`src/ossr_pkg.sv`:
```
// constants for the output source select register bank
package ossr_pkg;
  // ==========================================================
  // register offsets
  localparam logic [7:0] OSSR_OFS_DAC = 8'h11;
  localparam logic [7:0] OSSR_OFS_PDM = 8'h12;
  localparam logic [7:0] OSSR_OFS_STATUS = 8'h20;
  localparam logic [7:0] OSSR_OFS_APPLIED = 8'h21;
  // ==========================================================
  // field positions
  localparam int OSSR_CH0_LSB = 0;
  localparam int OSSR_CH1_LSB = 4;
  localparam int OSSR_FIELD_W = 4;
  localparam int OSSR_PENDING_BIT = 0;
  localparam int OSSR_RUN_BIT = 1;
  // ==========================================================
  // values after reset
  localparam logic [7:0] OSSR_DAC_RST = 8'h10;
  localparam logic [7:0] OSSR_PDM_RST = 8'h32;
  localparam logic [3:0] OSSR_DAC1_RST = 4'h1;
  localparam logic [3:0] OSSR_DAC0_RST = 4'h0;
  localparam logic [3:0] OSSR_PDM1_RST = 4'h3;
  localparam logic [3:0] OSSR_PDM0_RST = 4'h2;
  // ==========================================================
  // source codes
  localparam logic [3:0] OSSR_SRC_CORE0 = 4'h0;
  localparam logic [3:0] OSSR_SRC_CORE1 = 4'h1;
  localparam logic [3:0] OSSR_SRC_CORE2 = 4'h2;
  localparam logic [3:0] OSSR_SRC_CORE3 = 4'h3;
  localparam logic [3:0] OSSR_SRC_ASRC0 = 4'hC;
  localparam logic [3:0] OSSR_SRC_ASRC1 = 4'hD;
  // ==========================================================
  // stream defaults
  localparam int OSSR_SAMPLE_W = 24;
  localparam int OSSR_FIFO_DEPTH = 16;
endpackage

```
`src/ossr_regs.sv`:
```
// output source select registers with routed sample stream and frame fifo
// Function
// - dac channel 1 field bits 7:4, reset 1
// - dac channel 0 field bits 3:0, reset 0
// - new dac routing applied only while core halted
// - codes 0-3 core outputs, C/D rate converters
// - pdm channel 1 field bits 7:4, reset 3
// - pdm channel 0 field bits 3:0, reset 2
`timescale 1ns/100ps

// ==========================================================
// frame fifo with registered output stage
module ossr_fifo #(
  parameter int WIDTH = 96,
  parameter int DEPTH = 16
) (
  // clock and reset
  input wire logic core_clk,
  input wire logic reset,
  // fill side
  input wire logic s_valid,
  output logic s_ready,
  input wire logic [WIDTH-1:0] s_data,
  // drain side
  output logic m_valid,
  input wire logic m_ready,
  output logic [WIDTH-1:0] m_data
);
  localparam int PW = $clog2(DEPTH);
  localparam int CW = $clog2(DEPTH + 1);
  localparam logic [CW-1:0] FULL_CNT = CW'(DEPTH);

  logic [WIDTH-1:0] mem [DEPTH];
  logic [PW-1:0] wr_ptr, next_wr_ptr;
  logic [PW-1:0] rd_ptr, next_rd_ptr;
  logic [CW-1:0] count, next_count;
  // ready is kept in its own flop so the fill side sees a registered signal
  logic in_ready, next_in_ready;
  logic out_valid, next_out_valid;
  logic [WIDTH-1:0] out_data, next_out_data;
  logic push, pop;

  always_comb begin
    push = s_valid && in_ready;
    pop = (!out_valid || m_ready) && (count != '0);
    next_wr_ptr = push ? wr_ptr + PW'(1) : wr_ptr;
    next_rd_ptr = pop ? rd_ptr + PW'(1) : rd_ptr;
    next_count = count + CW'(push) - CW'(pop);
    next_in_ready = (next_count != FULL_CNT);
    next_out_valid = out_valid;
    next_out_data = out_data;
    if (pop) begin
      next_out_valid = 1'b1;
      next_out_data = mem[rd_ptr];
    end else if (m_ready) begin
      next_out_valid = 1'b0;
    end
  end

  always_ff @(posedge core_clk) begin
    if (reset) begin
      wr_ptr <= '0;
      rd_ptr <= '0;
      count <= '0;
      in_ready <= 1'b1;
      out_valid <= 1'b0;
      out_data <= '0;
    end else begin
      wr_ptr <= next_wr_ptr;
      rd_ptr <= next_rd_ptr;
      count <= next_count;
      in_ready <= next_in_ready;
      out_valid <= next_out_valid;
      out_data <= next_out_data;
    end
  end

  // storage needs no reset, it is only read behind count
  always_ff @(posedge core_clk) begin
    if (push) begin
      mem[wr_ptr] <= s_data;
    end
  end

  assign s_ready = in_ready;
  assign m_valid = out_valid;
  assign m_data = out_data;
endmodule

// ==========================================================
// register bank and source routing
module ossr_regs #(
  parameter int SAMPLE_W = ossr_pkg::OSSR_SAMPLE_W,
  parameter int FIFO_DEPTH = ossr_pkg::OSSR_FIFO_DEPTH
) (
  // clock and reset
  input wire logic core_clk,
  input wire logic reset,
  // register port
  input wire logic [7:0] reg_addr,
  input wire logic [7:0] reg_wdata,
  input wire logic reg_wr,
  input wire logic reg_rd,
  output logic [7:0] reg_rdata,
  // processing core state
  input wire logic core_run,
  // source samples, one frame per handshake
  input wire logic frame_in_valid,
  output logic frame_in_ready,
  input wire logic [SAMPLE_W-1:0] core_out0,
  input wire logic [SAMPLE_W-1:0] core_out1,
  input wire logic [SAMPLE_W-1:0] core_out2,
  input wire logic [SAMPLE_W-1:0] core_out3,
  input wire logic [SAMPLE_W-1:0] asrc_in0,
  input wire logic [SAMPLE_W-1:0] asrc_in1,
  // routed samples
  output logic frame_out_valid,
  input wire logic frame_out_ready,
  output logic [SAMPLE_W-1:0] converter_ch0_sample,
  output logic [SAMPLE_W-1:0] converter_ch1_sample,
  output logic [SAMPLE_W-1:0] modulator_ch0_sample,
  output logic [SAMPLE_W-1:0] modulator_ch1_sample
);
  import ossr_pkg::*;

  localparam int FW = 4 * SAMPLE_W;

  // ==========================================================
  // registers
  logic [7:0] dac_feed_select, next_dac_feed_select;
  logic [7:0] pulse_density_feed_select, next_pulse_density_feed_select;
  logic [7:0] dac_applied, next_dac_applied;
  logic [7:0] rdata, next_rdata;
  logic pending;

  always_comb begin
    next_dac_feed_select = dac_feed_select;
    next_pulse_density_feed_select = pulse_density_feed_select;
    // the halted core picks up the stored routing; a running core keeps the old one
    next_dac_applied = core_run ? dac_applied : dac_feed_select;
    pending = (dac_feed_select != dac_applied);
    if (reg_wr) begin
      if (reg_addr == OSSR_OFS_DAC) begin
        next_dac_feed_select = reg_wdata;
      end else if (reg_addr == OSSR_OFS_PDM) begin
        next_pulse_density_feed_select = reg_wdata;
      end
    end
    next_rdata = 8'h00;
    if (reg_rd) begin
      if (reg_addr == OSSR_OFS_DAC) begin
        next_rdata = dac_feed_select;
      end else if (reg_addr == OSSR_OFS_PDM) begin
        next_rdata = pulse_density_feed_select;
      end else if (reg_addr == OSSR_OFS_STATUS) begin
        next_rdata[OSSR_PENDING_BIT] = pending;
        next_rdata[OSSR_RUN_BIT] = core_run;
      end else if (reg_addr == OSSR_OFS_APPLIED) begin
        next_rdata = dac_applied;
      end
    end
  end

  always_ff @(posedge core_clk) begin
    if (reset) begin
      dac_feed_select <= OSSR_DAC_RST;
      pulse_density_feed_select <= OSSR_PDM_RST;
      dac_applied <= OSSR_DAC_RST;
      rdata <= 8'h00;
    end else begin
      dac_feed_select <= next_dac_feed_select;
      pulse_density_feed_select <= next_pulse_density_feed_select;
      dac_applied <= next_dac_applied;
      rdata <= next_rdata;
    end
  end

  assign reg_rdata = rdata;

  // ==========================================================
  // source decode, reserved codes give silence
  function automatic logic [SAMPLE_W-1:0] pick(
    input logic [3:0] code,
    input logic [SAMPLE_W-1:0] c0,
    input logic [SAMPLE_W-1:0] c1,
    input logic [SAMPLE_W-1:0] c2,
    input logic [SAMPLE_W-1:0] c3,
    input logic [SAMPLE_W-1:0] a0,
    input logic [SAMPLE_W-1:0] a1
  );
    logic [SAMPLE_W-1:0] r;
    r = '0;
    case (code)
      OSSR_SRC_CORE0: r = c0;
      OSSR_SRC_CORE1: r = c1;
      OSSR_SRC_CORE2: r = c2;
      OSSR_SRC_CORE3: r = c3;
      OSSR_SRC_ASRC0: r = a0;
      OSSR_SRC_ASRC1: r = a1;
      default: r = '0;
    endcase
    return r;
  endfunction

  logic [3:0] dac0_code, dac1_code, pdm0_code, pdm1_code;
  logic [SAMPLE_W-1:0] route_dac0, route_dac1, route_pdm0, route_pdm1;
  logic [FW-1:0] frame_word;
  logic [FW-1:0] fifo_out;

  always_comb begin
    dac0_code = dac_applied[OSSR_CH0_LSB +: OSSR_FIELD_W];
    dac1_code = dac_applied[OSSR_CH1_LSB +: OSSR_FIELD_W];
    pdm0_code = pulse_density_feed_select[OSSR_CH0_LSB +: OSSR_FIELD_W];
    pdm1_code = pulse_density_feed_select[OSSR_CH1_LSB +: OSSR_FIELD_W];
    route_dac0 = pick(dac0_code, core_out0, core_out1, core_out2, core_out3, asrc_in0, asrc_in1);
    route_dac1 = pick(dac1_code, core_out0, core_out1, core_out2, core_out3, asrc_in0, asrc_in1);
    route_pdm0 = pick(pdm0_code, core_out0, core_out1, core_out2, core_out3, asrc_in0, asrc_in1);
    route_pdm1 = pick(pdm1_code, core_out0, core_out1, core_out2, core_out3, asrc_in0, asrc_in1);
    frame_word = {route_pdm1, route_pdm0, route_dac1, route_dac0};
  end

  ossr_fifo #(
    .WIDTH(FW),
    .DEPTH(FIFO_DEPTH)
  ) u_fifo (
    .core_clk(core_clk),
    .reset(reset),
    .s_valid(frame_in_valid),
    .s_ready(frame_in_ready),
    .s_data(frame_word),
    .m_valid(frame_out_valid),
    .m_ready(frame_out_ready),
    .m_data(fifo_out)
  );

  assign converter_ch0_sample = fifo_out[0 +: SAMPLE_W];
  assign converter_ch1_sample = fifo_out[SAMPLE_W +: SAMPLE_W];
  assign modulator_ch0_sample = fifo_out[2*SAMPLE_W +: SAMPLE_W];
  assign modulator_ch1_sample = fifo_out[3*SAMPLE_W +: SAMPLE_W];

  // ==========================================================
  // checks
  property p_dac1_reset;
    @(posedge core_clk) $past(reset) && !reset |-> dac_feed_select[OSSR_CH1_LSB +: OSSR_FIELD_W] == OSSR_DAC1_RST;
  endproperty
  a_dac1_reset: assert property (p_dac1_reset) else $error("dac ch1 field reset wrong");

  property p_dac0_write;
    @(posedge core_clk) disable iff (reset)
      reg_wr && reg_addr == OSSR_OFS_DAC |=> dac_feed_select[3:0] == $past(reg_wdata[3:0]);
  endproperty
  a_dac0_write: assert property (p_dac0_write) else $error("dac ch0 field not written");

  property p_dac1_write;
    @(posedge core_clk) disable iff (reset)
      reg_wr && reg_addr == OSSR_OFS_DAC |=> dac_feed_select[7:4] == $past(reg_wdata[7:4]);
  endproperty
  a_dac1_write: assert property (p_dac1_write) else $error("dac ch1 field not written");

  property p_hold_running;
    @(posedge core_clk) disable iff (reset)
      core_run |=> dac_applied == $past(dac_applied);
  endproperty
  a_hold_running: assert property (p_hold_running) else $error("dac routing moved while core ran");

  property p_apply_halted;
    @(posedge core_clk) disable iff (reset)
      !core_run ##1 !core_run |-> dac_applied == $past(dac_feed_select);
  endproperty
  a_apply_halted: assert property (p_apply_halted) else $error("dac routing not applied when halted");

  property p_route_asrc1;
    @(posedge core_clk) disable iff (reset)
      dac1_code == OSSR_SRC_ASRC1 |-> route_dac1 == asrc_in1;
  endproperty
  a_route_asrc1: assert property (p_route_asrc1) else $error("asrc1 not routed to dac ch1");

  property p_route_core2;
    @(posedge core_clk) disable iff (reset)
      pdm0_code == OSSR_SRC_CORE2 |-> route_pdm0 == core_out2;
  endproperty
  a_route_core2: assert property (p_route_core2) else $error("core output 2 not routed to pdm ch0");

  property p_route_reserved;
    @(posedge core_clk) disable iff (reset)
      pdm0_code inside {[4'h4:4'hB], 4'hE, 4'hF} |-> route_pdm0 == '0;
  endproperty
  a_route_reserved: assert property (p_route_reserved) else $error("reserved code not silent");

  property p_pdm_reset;
    @(posedge core_clk) $past(reset) && !reset |-> pulse_density_feed_select == {OSSR_PDM1_RST, OSSR_PDM0_RST};
  endproperty
  a_pdm_reset: assert property (p_pdm_reset) else $error("pdm fields reset wrong");

  property p_pdm1_write;
    @(posedge core_clk) disable iff (reset)
      reg_wr && reg_addr == OSSR_OFS_PDM |=> pulse_density_feed_select[7:4] == $past(reg_wdata[7:4]);
  endproperty
  a_pdm1_write: assert property (p_pdm1_write) else $error("pdm ch1 field not written");

  property p_pdm_readback;
    @(posedge core_clk) disable iff (reset)
      reg_wr && reg_addr == OSSR_OFS_PDM ##1 reg_rd && reg_addr == OSSR_OFS_PDM |=>
        reg_rdata[3:0] == $past(reg_wdata[3:0], 2);
  endproperty
  a_pdm_readback: assert property (p_pdm_readback) else $error("pdm ch0 readback wrong");
endmodule

```
`config.mk`:
```
export PLATFORM = sky130hd
export DESIGN_NAME = ossr_regs
export DESIGN_NICKNAME = d
export VERILOG_FILES = /design/src/ossr_pkg.sv /design/src/ossr_regs.sv
export SDC_FILE = /design/constraint.sdc
export NUM_CORES = 2
export LEC_CHECK = 0
export BUFFER_PORTS_ARGS = -buffer_cell sky130_fd_sc_hd__buf_2
export CAP_MARGIN = 10
export CORE_ASPECT_RATIO = 0.75
export CORE_MARGIN = 4
export CORE_UTILIZATION = 50
export CTS_CLUSTER_SIZE = 12
export DETAILED_ROUTE_END_ITERATION = 10
export GPL_TIMING_DRIVEN = 0
export PLACE_DENSITY = 0.67
export SYNTH_ARGS = -nofsm -noshare
export SYNTH_HDL_FRONTEND = slang
export SYNTH_HIERARCHICAL = 1
export SYNTH_SLANG_ARGS = --single-unit
```
`constraint.sdc`:
```
create_clock -name core_clk -period 21.3 [get_ports core_clk]
set_input_delay 4.26 -clock core_clk [delete_from_list [all_inputs] [get_ports core_clk]]
set_output_delay 4.26 -clock core_clk [all_outputs]
set_load 0.05 [all_outputs]
```
==> metrics.log <==
[metrics] outcome: complete, no violations
[metrics] Overflow after GRT: 0
[metrics] P_leak: ~24 nW
[metrics] detail-routed via count per cell: 6.574
[metrics] CTS root buffer: sky130_fd_sc_hd__clkbuf_16
[metrics] largest net degree at the start of global routing: 25
[metrics] DIE WIDTH: 428.3 um
[metrics] Hold Buf Count CTS: 0
[metrics] Bufs on Longest Clock Path: 3
[metrics] post-detail-place hpwl: 135.6 mm
[metrics] worst-path maximum fanout: 9
[metrics] clock latency reported for the late side of the worst-skew pair: between 800 and 900 ps
[metrics] maximum frequency from static timing analysis: 145.4 MHz
[metrics] sequential fraction of the synthesis area: 0.7394
[metrics] Post-CTS Repair Setup Buffers: 0
[metrics] crit start category: input pin
[metrics] clock-pin slew on the worst setup and hold paths: ~60 ps
[metrics] post-layout instance count excluding filler cells: between 5000 and 6000
[metrics] DRT antenna net count: 0
[metrics] time the final worst path needs with I/O delays and setup: approximately 6900 ps
[metrics] path type of the worst setup path: in2reg
[metrics] count of yosys warnings during synthesis: 6
[metrics] Post-Place Cells: 5408
[metrics] starting DRC count in detailed routing: roughly 5900
[metrics] fraction of the cycle the final worst path needs: 0.3228
[metrics] post-detailed-routing wire length: roughly 200 mm
[metrics] number of hold violations in the final report: 0
[metrics] data arrival time of the critical path: 7370 ps
[metrics] Layout Skew: ~41 ps
[metrics] Synth Instances: 3273
[metrics] worst relative slew slack: 0.08063
[metrics] number of nets in the layout: between 3000 and 4000
[metrics] TritonCTS clock tree: yes
[metrics] Gates resized, CTS repair: 0
[metrics] maximum ir drop on the vdd rail: approximately 0.094 mV
[metrics] Fillers: around 9600
[metrics] count of standard-cell rows: 115
[metrics] full die area: about 140000 sq um
[metrics] worst hold-check path type: reg2reg
[metrics] detailed-route wire length per cell: approximately 35 um
[metrics] max-slew violation total from the final report: 0
[metrics] EDFF count, synth: between 1500 and 2000
[metrics] area delta synth->final: 15.74%
[metrics] DIE HEIGHT: roughly 320 um
[metrics] antenna violations before repair: 86
[metrics] CP endpoint kind: flop
[metrics] area of the mapped netlist: 66250 sq um
[metrics] async set or reset register ratio after synthesis: 0
[metrics] post-layout utilization of the core: 0.5837
[metrics] max-cap violation count: 0
[metrics] I/O pin count: roughly 270
[metrics] H-tree levels: 4
[metrics] unrepaired setup endpoints after global routing: false
[metrics] vias: 37820
[metrics] total power per unit cell area: 116.4 nW/um^2
[metrics] Clock Sink Count: around 1700
[metrics] global-route wire length before repair: ~280 mm
[metrics] last weighted congestion value of the routability-driven placer: 0.9312
[metrics] Syn Nets: 3452
[metrics] I/O Buffers: approximately 270
[metrics] fraction of final layout cells with drive strength greater than 1: 0.2962
[metrics] Remaining DRCs: 0
[metrics] iteration count of the initial detailed-routing pass: 8
[metrics] clock buffers created by TritonCTS: about 160
[metrics] Post-Synthesis Mean Instance Area: 20.24 sq um
[metrics] Worst Path Required: 21790 ps
[metrics] Primary FF master, synth: sky130_fd_sc_hd__edfxtp_1
[metrics] Unique masters post-synth: 54
[metrics] slew at the pin with the worst max-slew slack: ~1400 ps
[metrics] effective utilization at floorplan: 0.5043
[metrics] placeable core area: between 100000 and 150000 sq um
[metrics] Total GRT Usage: 0.2868
[metrics] count of state elements after synthesis: ~1700
[metrics] vias in the first global route: approximately 37000
[metrics] final count of negative-setup-slack endpoints: 0
==> worst max-delay path, stage by stage <==
cell and delay, ps:
sky130_fd_sc_hd__buf_2 80, sky130_fd_sc_hd__and2_1 120, sky130_fd_sc_hd__clkbuf_1 280, sky130_fd_sc_hd__nand2_1 330
sky130_fd_sc_hd__nor3_2 930, sky130_fd_sc_hd__buf_4 380, sky130_fd_sc_hd__buf_6 220, sky130_fd_sc_hd__buf_6 190
sky130_fd_sc_hd__buf_8 160, sky130_fd_sc_hd__buf_6 200, sky130_fd_sc_hd__buf_6 180
==> per-stage QoR <==
step,cell area [sq um],power [mW],worst slack (ps),hold WS (ps),TNS [ps]
4_1_cts,76500,8.958,14540,485.1,0
3_3_place_gp,69810,6.263,-52.75,465.9,-4329
6_report,76680,8.925,14420,478.6,0
3_5_place_dp,71660,6.277,13710,465.4,0
2_1_floorplan,66250,5.528,9348,481.7,0
5_1_grt,76660,9.228,14350,504.3,0
==> cells in the final DEF, fill, tap and decap left out, types with 9 or more instances in the layout <==
| cell | count |
|---|---|
| sky130_fd_sc_hd__a221o_1 | 96 |
| sky130_fd_sc_hd__nor2_1 | 131 |
| sky130_fd_sc_hd__nand3_1 | 99 |
| sky130_fd_sc_hd__clkbuf_16 | 163 |
| sky130_fd_sc_hd__a21oi_1 | 11 |
| sky130_fd_sc_hd__buf_12 | 47 |
| sky130_fd_sc_hd__buf_4 | 9 |
| sky130_fd_sc_hd__dfxtp_1 | 143 |
| sky130_fd_sc_hd__nand2_1 | 29 |
| sky130_fd_sc_hd__nor2_4 | 12 |
| sky130_fd_sc_hd__buf_1 | 26 |
| sky130_fd_sc_hd__edfxtp_1 | 1536 |
| sky130_fd_sc_hd__buf_2 | 328 |
| sky130_fd_sc_hd__mux2i_1 | 110 |
| sky130_fd_sc_hd__diode_2 | 52 |
| sky130_fd_sc_hd__mux2_2 | 96 |
| sky130_fd_sc_hd__buf_6 | 63 |
| sky130_fd_sc_hd__xnor2_1 | 15 |
| sky130_fd_sc_hd__a22oi_1 | 294 |
| sky130_fd_sc_hd__inv_1 | 10 |
| sky130_fd_sc_hd__clkbuf_1 | 207 |
| sky130_fd_sc_hd__ha_1 | 11 |
| sky130_fd_sc_hd__mux4_2 | 384 |
==> power by group <==
part	leakage, nW	internal, mW	total [mW]	switching, mW
sequential	15.1	3.80	3.92	0.115
clock	2.31	1.48	2.70	1.22
combinational	6.95	0.920	2.30	1.38
total	24.3	6.20	8.93	2.72
==> cell families after synthesis <==
family / after synthesis / share of synthesized area
flip-flops: 1679 / 0.7394
multiplexers: 590 / 0.1635
AO/OA/AOI/OAI: 419 / 0.05122
AND/OR/NAND/NOR: 335 / 0.02595
buffers and inverters: 220 / 0.01524
XOR/XNOR: 18 / 0.002380
adder cells (fa/ha/maj): 12 / 0.002379
==> cell type report <==
class	instances	area [sq um]	share of cell area
multi-input cells	1374	16380	0.2136
plain buffers	210	974.7	0.01271
flip-flops and latches	1679	48990	0.6388
diodes	52	130.1	0.001697
inverters	10	37.54	0.0004895
clock inverters	23	330.3	0.004308
clock buffers	267	4509	0.05881
well taps	1755	2196	0.02864
repair buffers	383	3139	0.04094
==> final timing paths <==
kind                                   from  cells past startpoint  slack (ps)                              to
max                          frame_in_valid                     11       14420     u_fifo/mem[3][37]$_DFFE_PP_
min          u_fifo/m_data[86]$_SDFFE_PP0P_                      1         480  u_fifo/m_data[86]$_SDFFE_PP0P_
max reg2reg     dac_applied[1]$_SDFFE_PP0N_                      6       17500      u_fifo/mem[4][4]$_DFFE_PP_
min reg2reg  u_fifo/m_data[86]$_SDFFE_PP0P_                      1         480  u_fifo/m_data[86]$_SDFFE_PP0P_
==> cell usage after synthesis (3+ instances only) <==
master	instances	area [sq um]
sky130_fd_sc_hd__edfxtp_1	1536	46120
sky130_fd_sc_hd__inv_1	10	37.54
sky130_fd_sc_hd__buf_2	57	285.3
sky130_fd_sc_hd__nor3_1	10	50.05
sky130_fd_sc_hd__xor2_1	3	26.28
sky130_fd_sc_hd__nand4_1	3	18.77
sky130_fd_sc_hd__mux2i_1	110	1101
sky130_fd_sc_hd__nor2_1	143	536.8
sky130_fd_sc_hd__buf_6	12	135.1
sky130_fd_sc_hd__xnor2_1	15	131.4
sky130_fd_sc_hd__nand2_1	29	108.9
sky130_fd_sc_hd__clkbuf_1	109	409.1
sky130_fd_sc_hd__a221o_1	96	960.9
sky130_fd_sc_hd__nor2b_1	4	25.02
sky130_fd_sc_hd__dfxtp_1	143	2863
sky130_fd_sc_hd__a21oi_1	11	55.05
sky130_fd_sc_hd__nand3_1	99	495.5
sky130_fd_sc_hd__a22o_1	7	61.31
sky130_fd_sc_hd__nand3b_1	4	30.03
sky130_fd_sc_hd__ha_1	11	137.6
sky130_fd_sc_hd__mux2_2	96	1081
sky130_fd_sc_hd__nor4b_2	8	120.1
sky130_fd_sc_hd__nor4bb_1	4	40.04
sky130_fd_sc_hd__buf_4	6	45.04
sky130_fd_sc_hd__buf_1	26	97.59
sky130_fd_sc_hd__nor4_2	5	62.56
sky130_fd_sc_hd__nor3_2	4	40.04
sky130_fd_sc_hd__mux4_2	384	8648
sky130_fd_sc_hd__a22oi_1	294	2207
sky130_fd_sc_hd__nand2b_1	8	50.05
==> flip-flops by register name (all words and copies together), names as in the netlist <==
name and flops:
reg_rdata 8, dac_feed_select 8, u_fifo/mem 1536, pulse_density_feed_select 8, u_fifo/rd_ptr 4, u_fifo/count 5, u_fifo/m_valid 1, u_fifo/wr_ptr 4
dac_applied 8, u_fifo/s_ready 1, u_fifo/m_data 96
==> layer usage <==
metal	GRT usage	part of all wire	wire length, um	vias up
met4	0.1518	0.052	10440	2
met1	0.3995	0.38	75800	19700
met3	0.05499	0.11	21810	534
met5	0.002342	0.000065	13	-
li1	-	-	-	15010
met2	0.4352	0.46	92680	2581
Power figures use the tool's default switching activity.
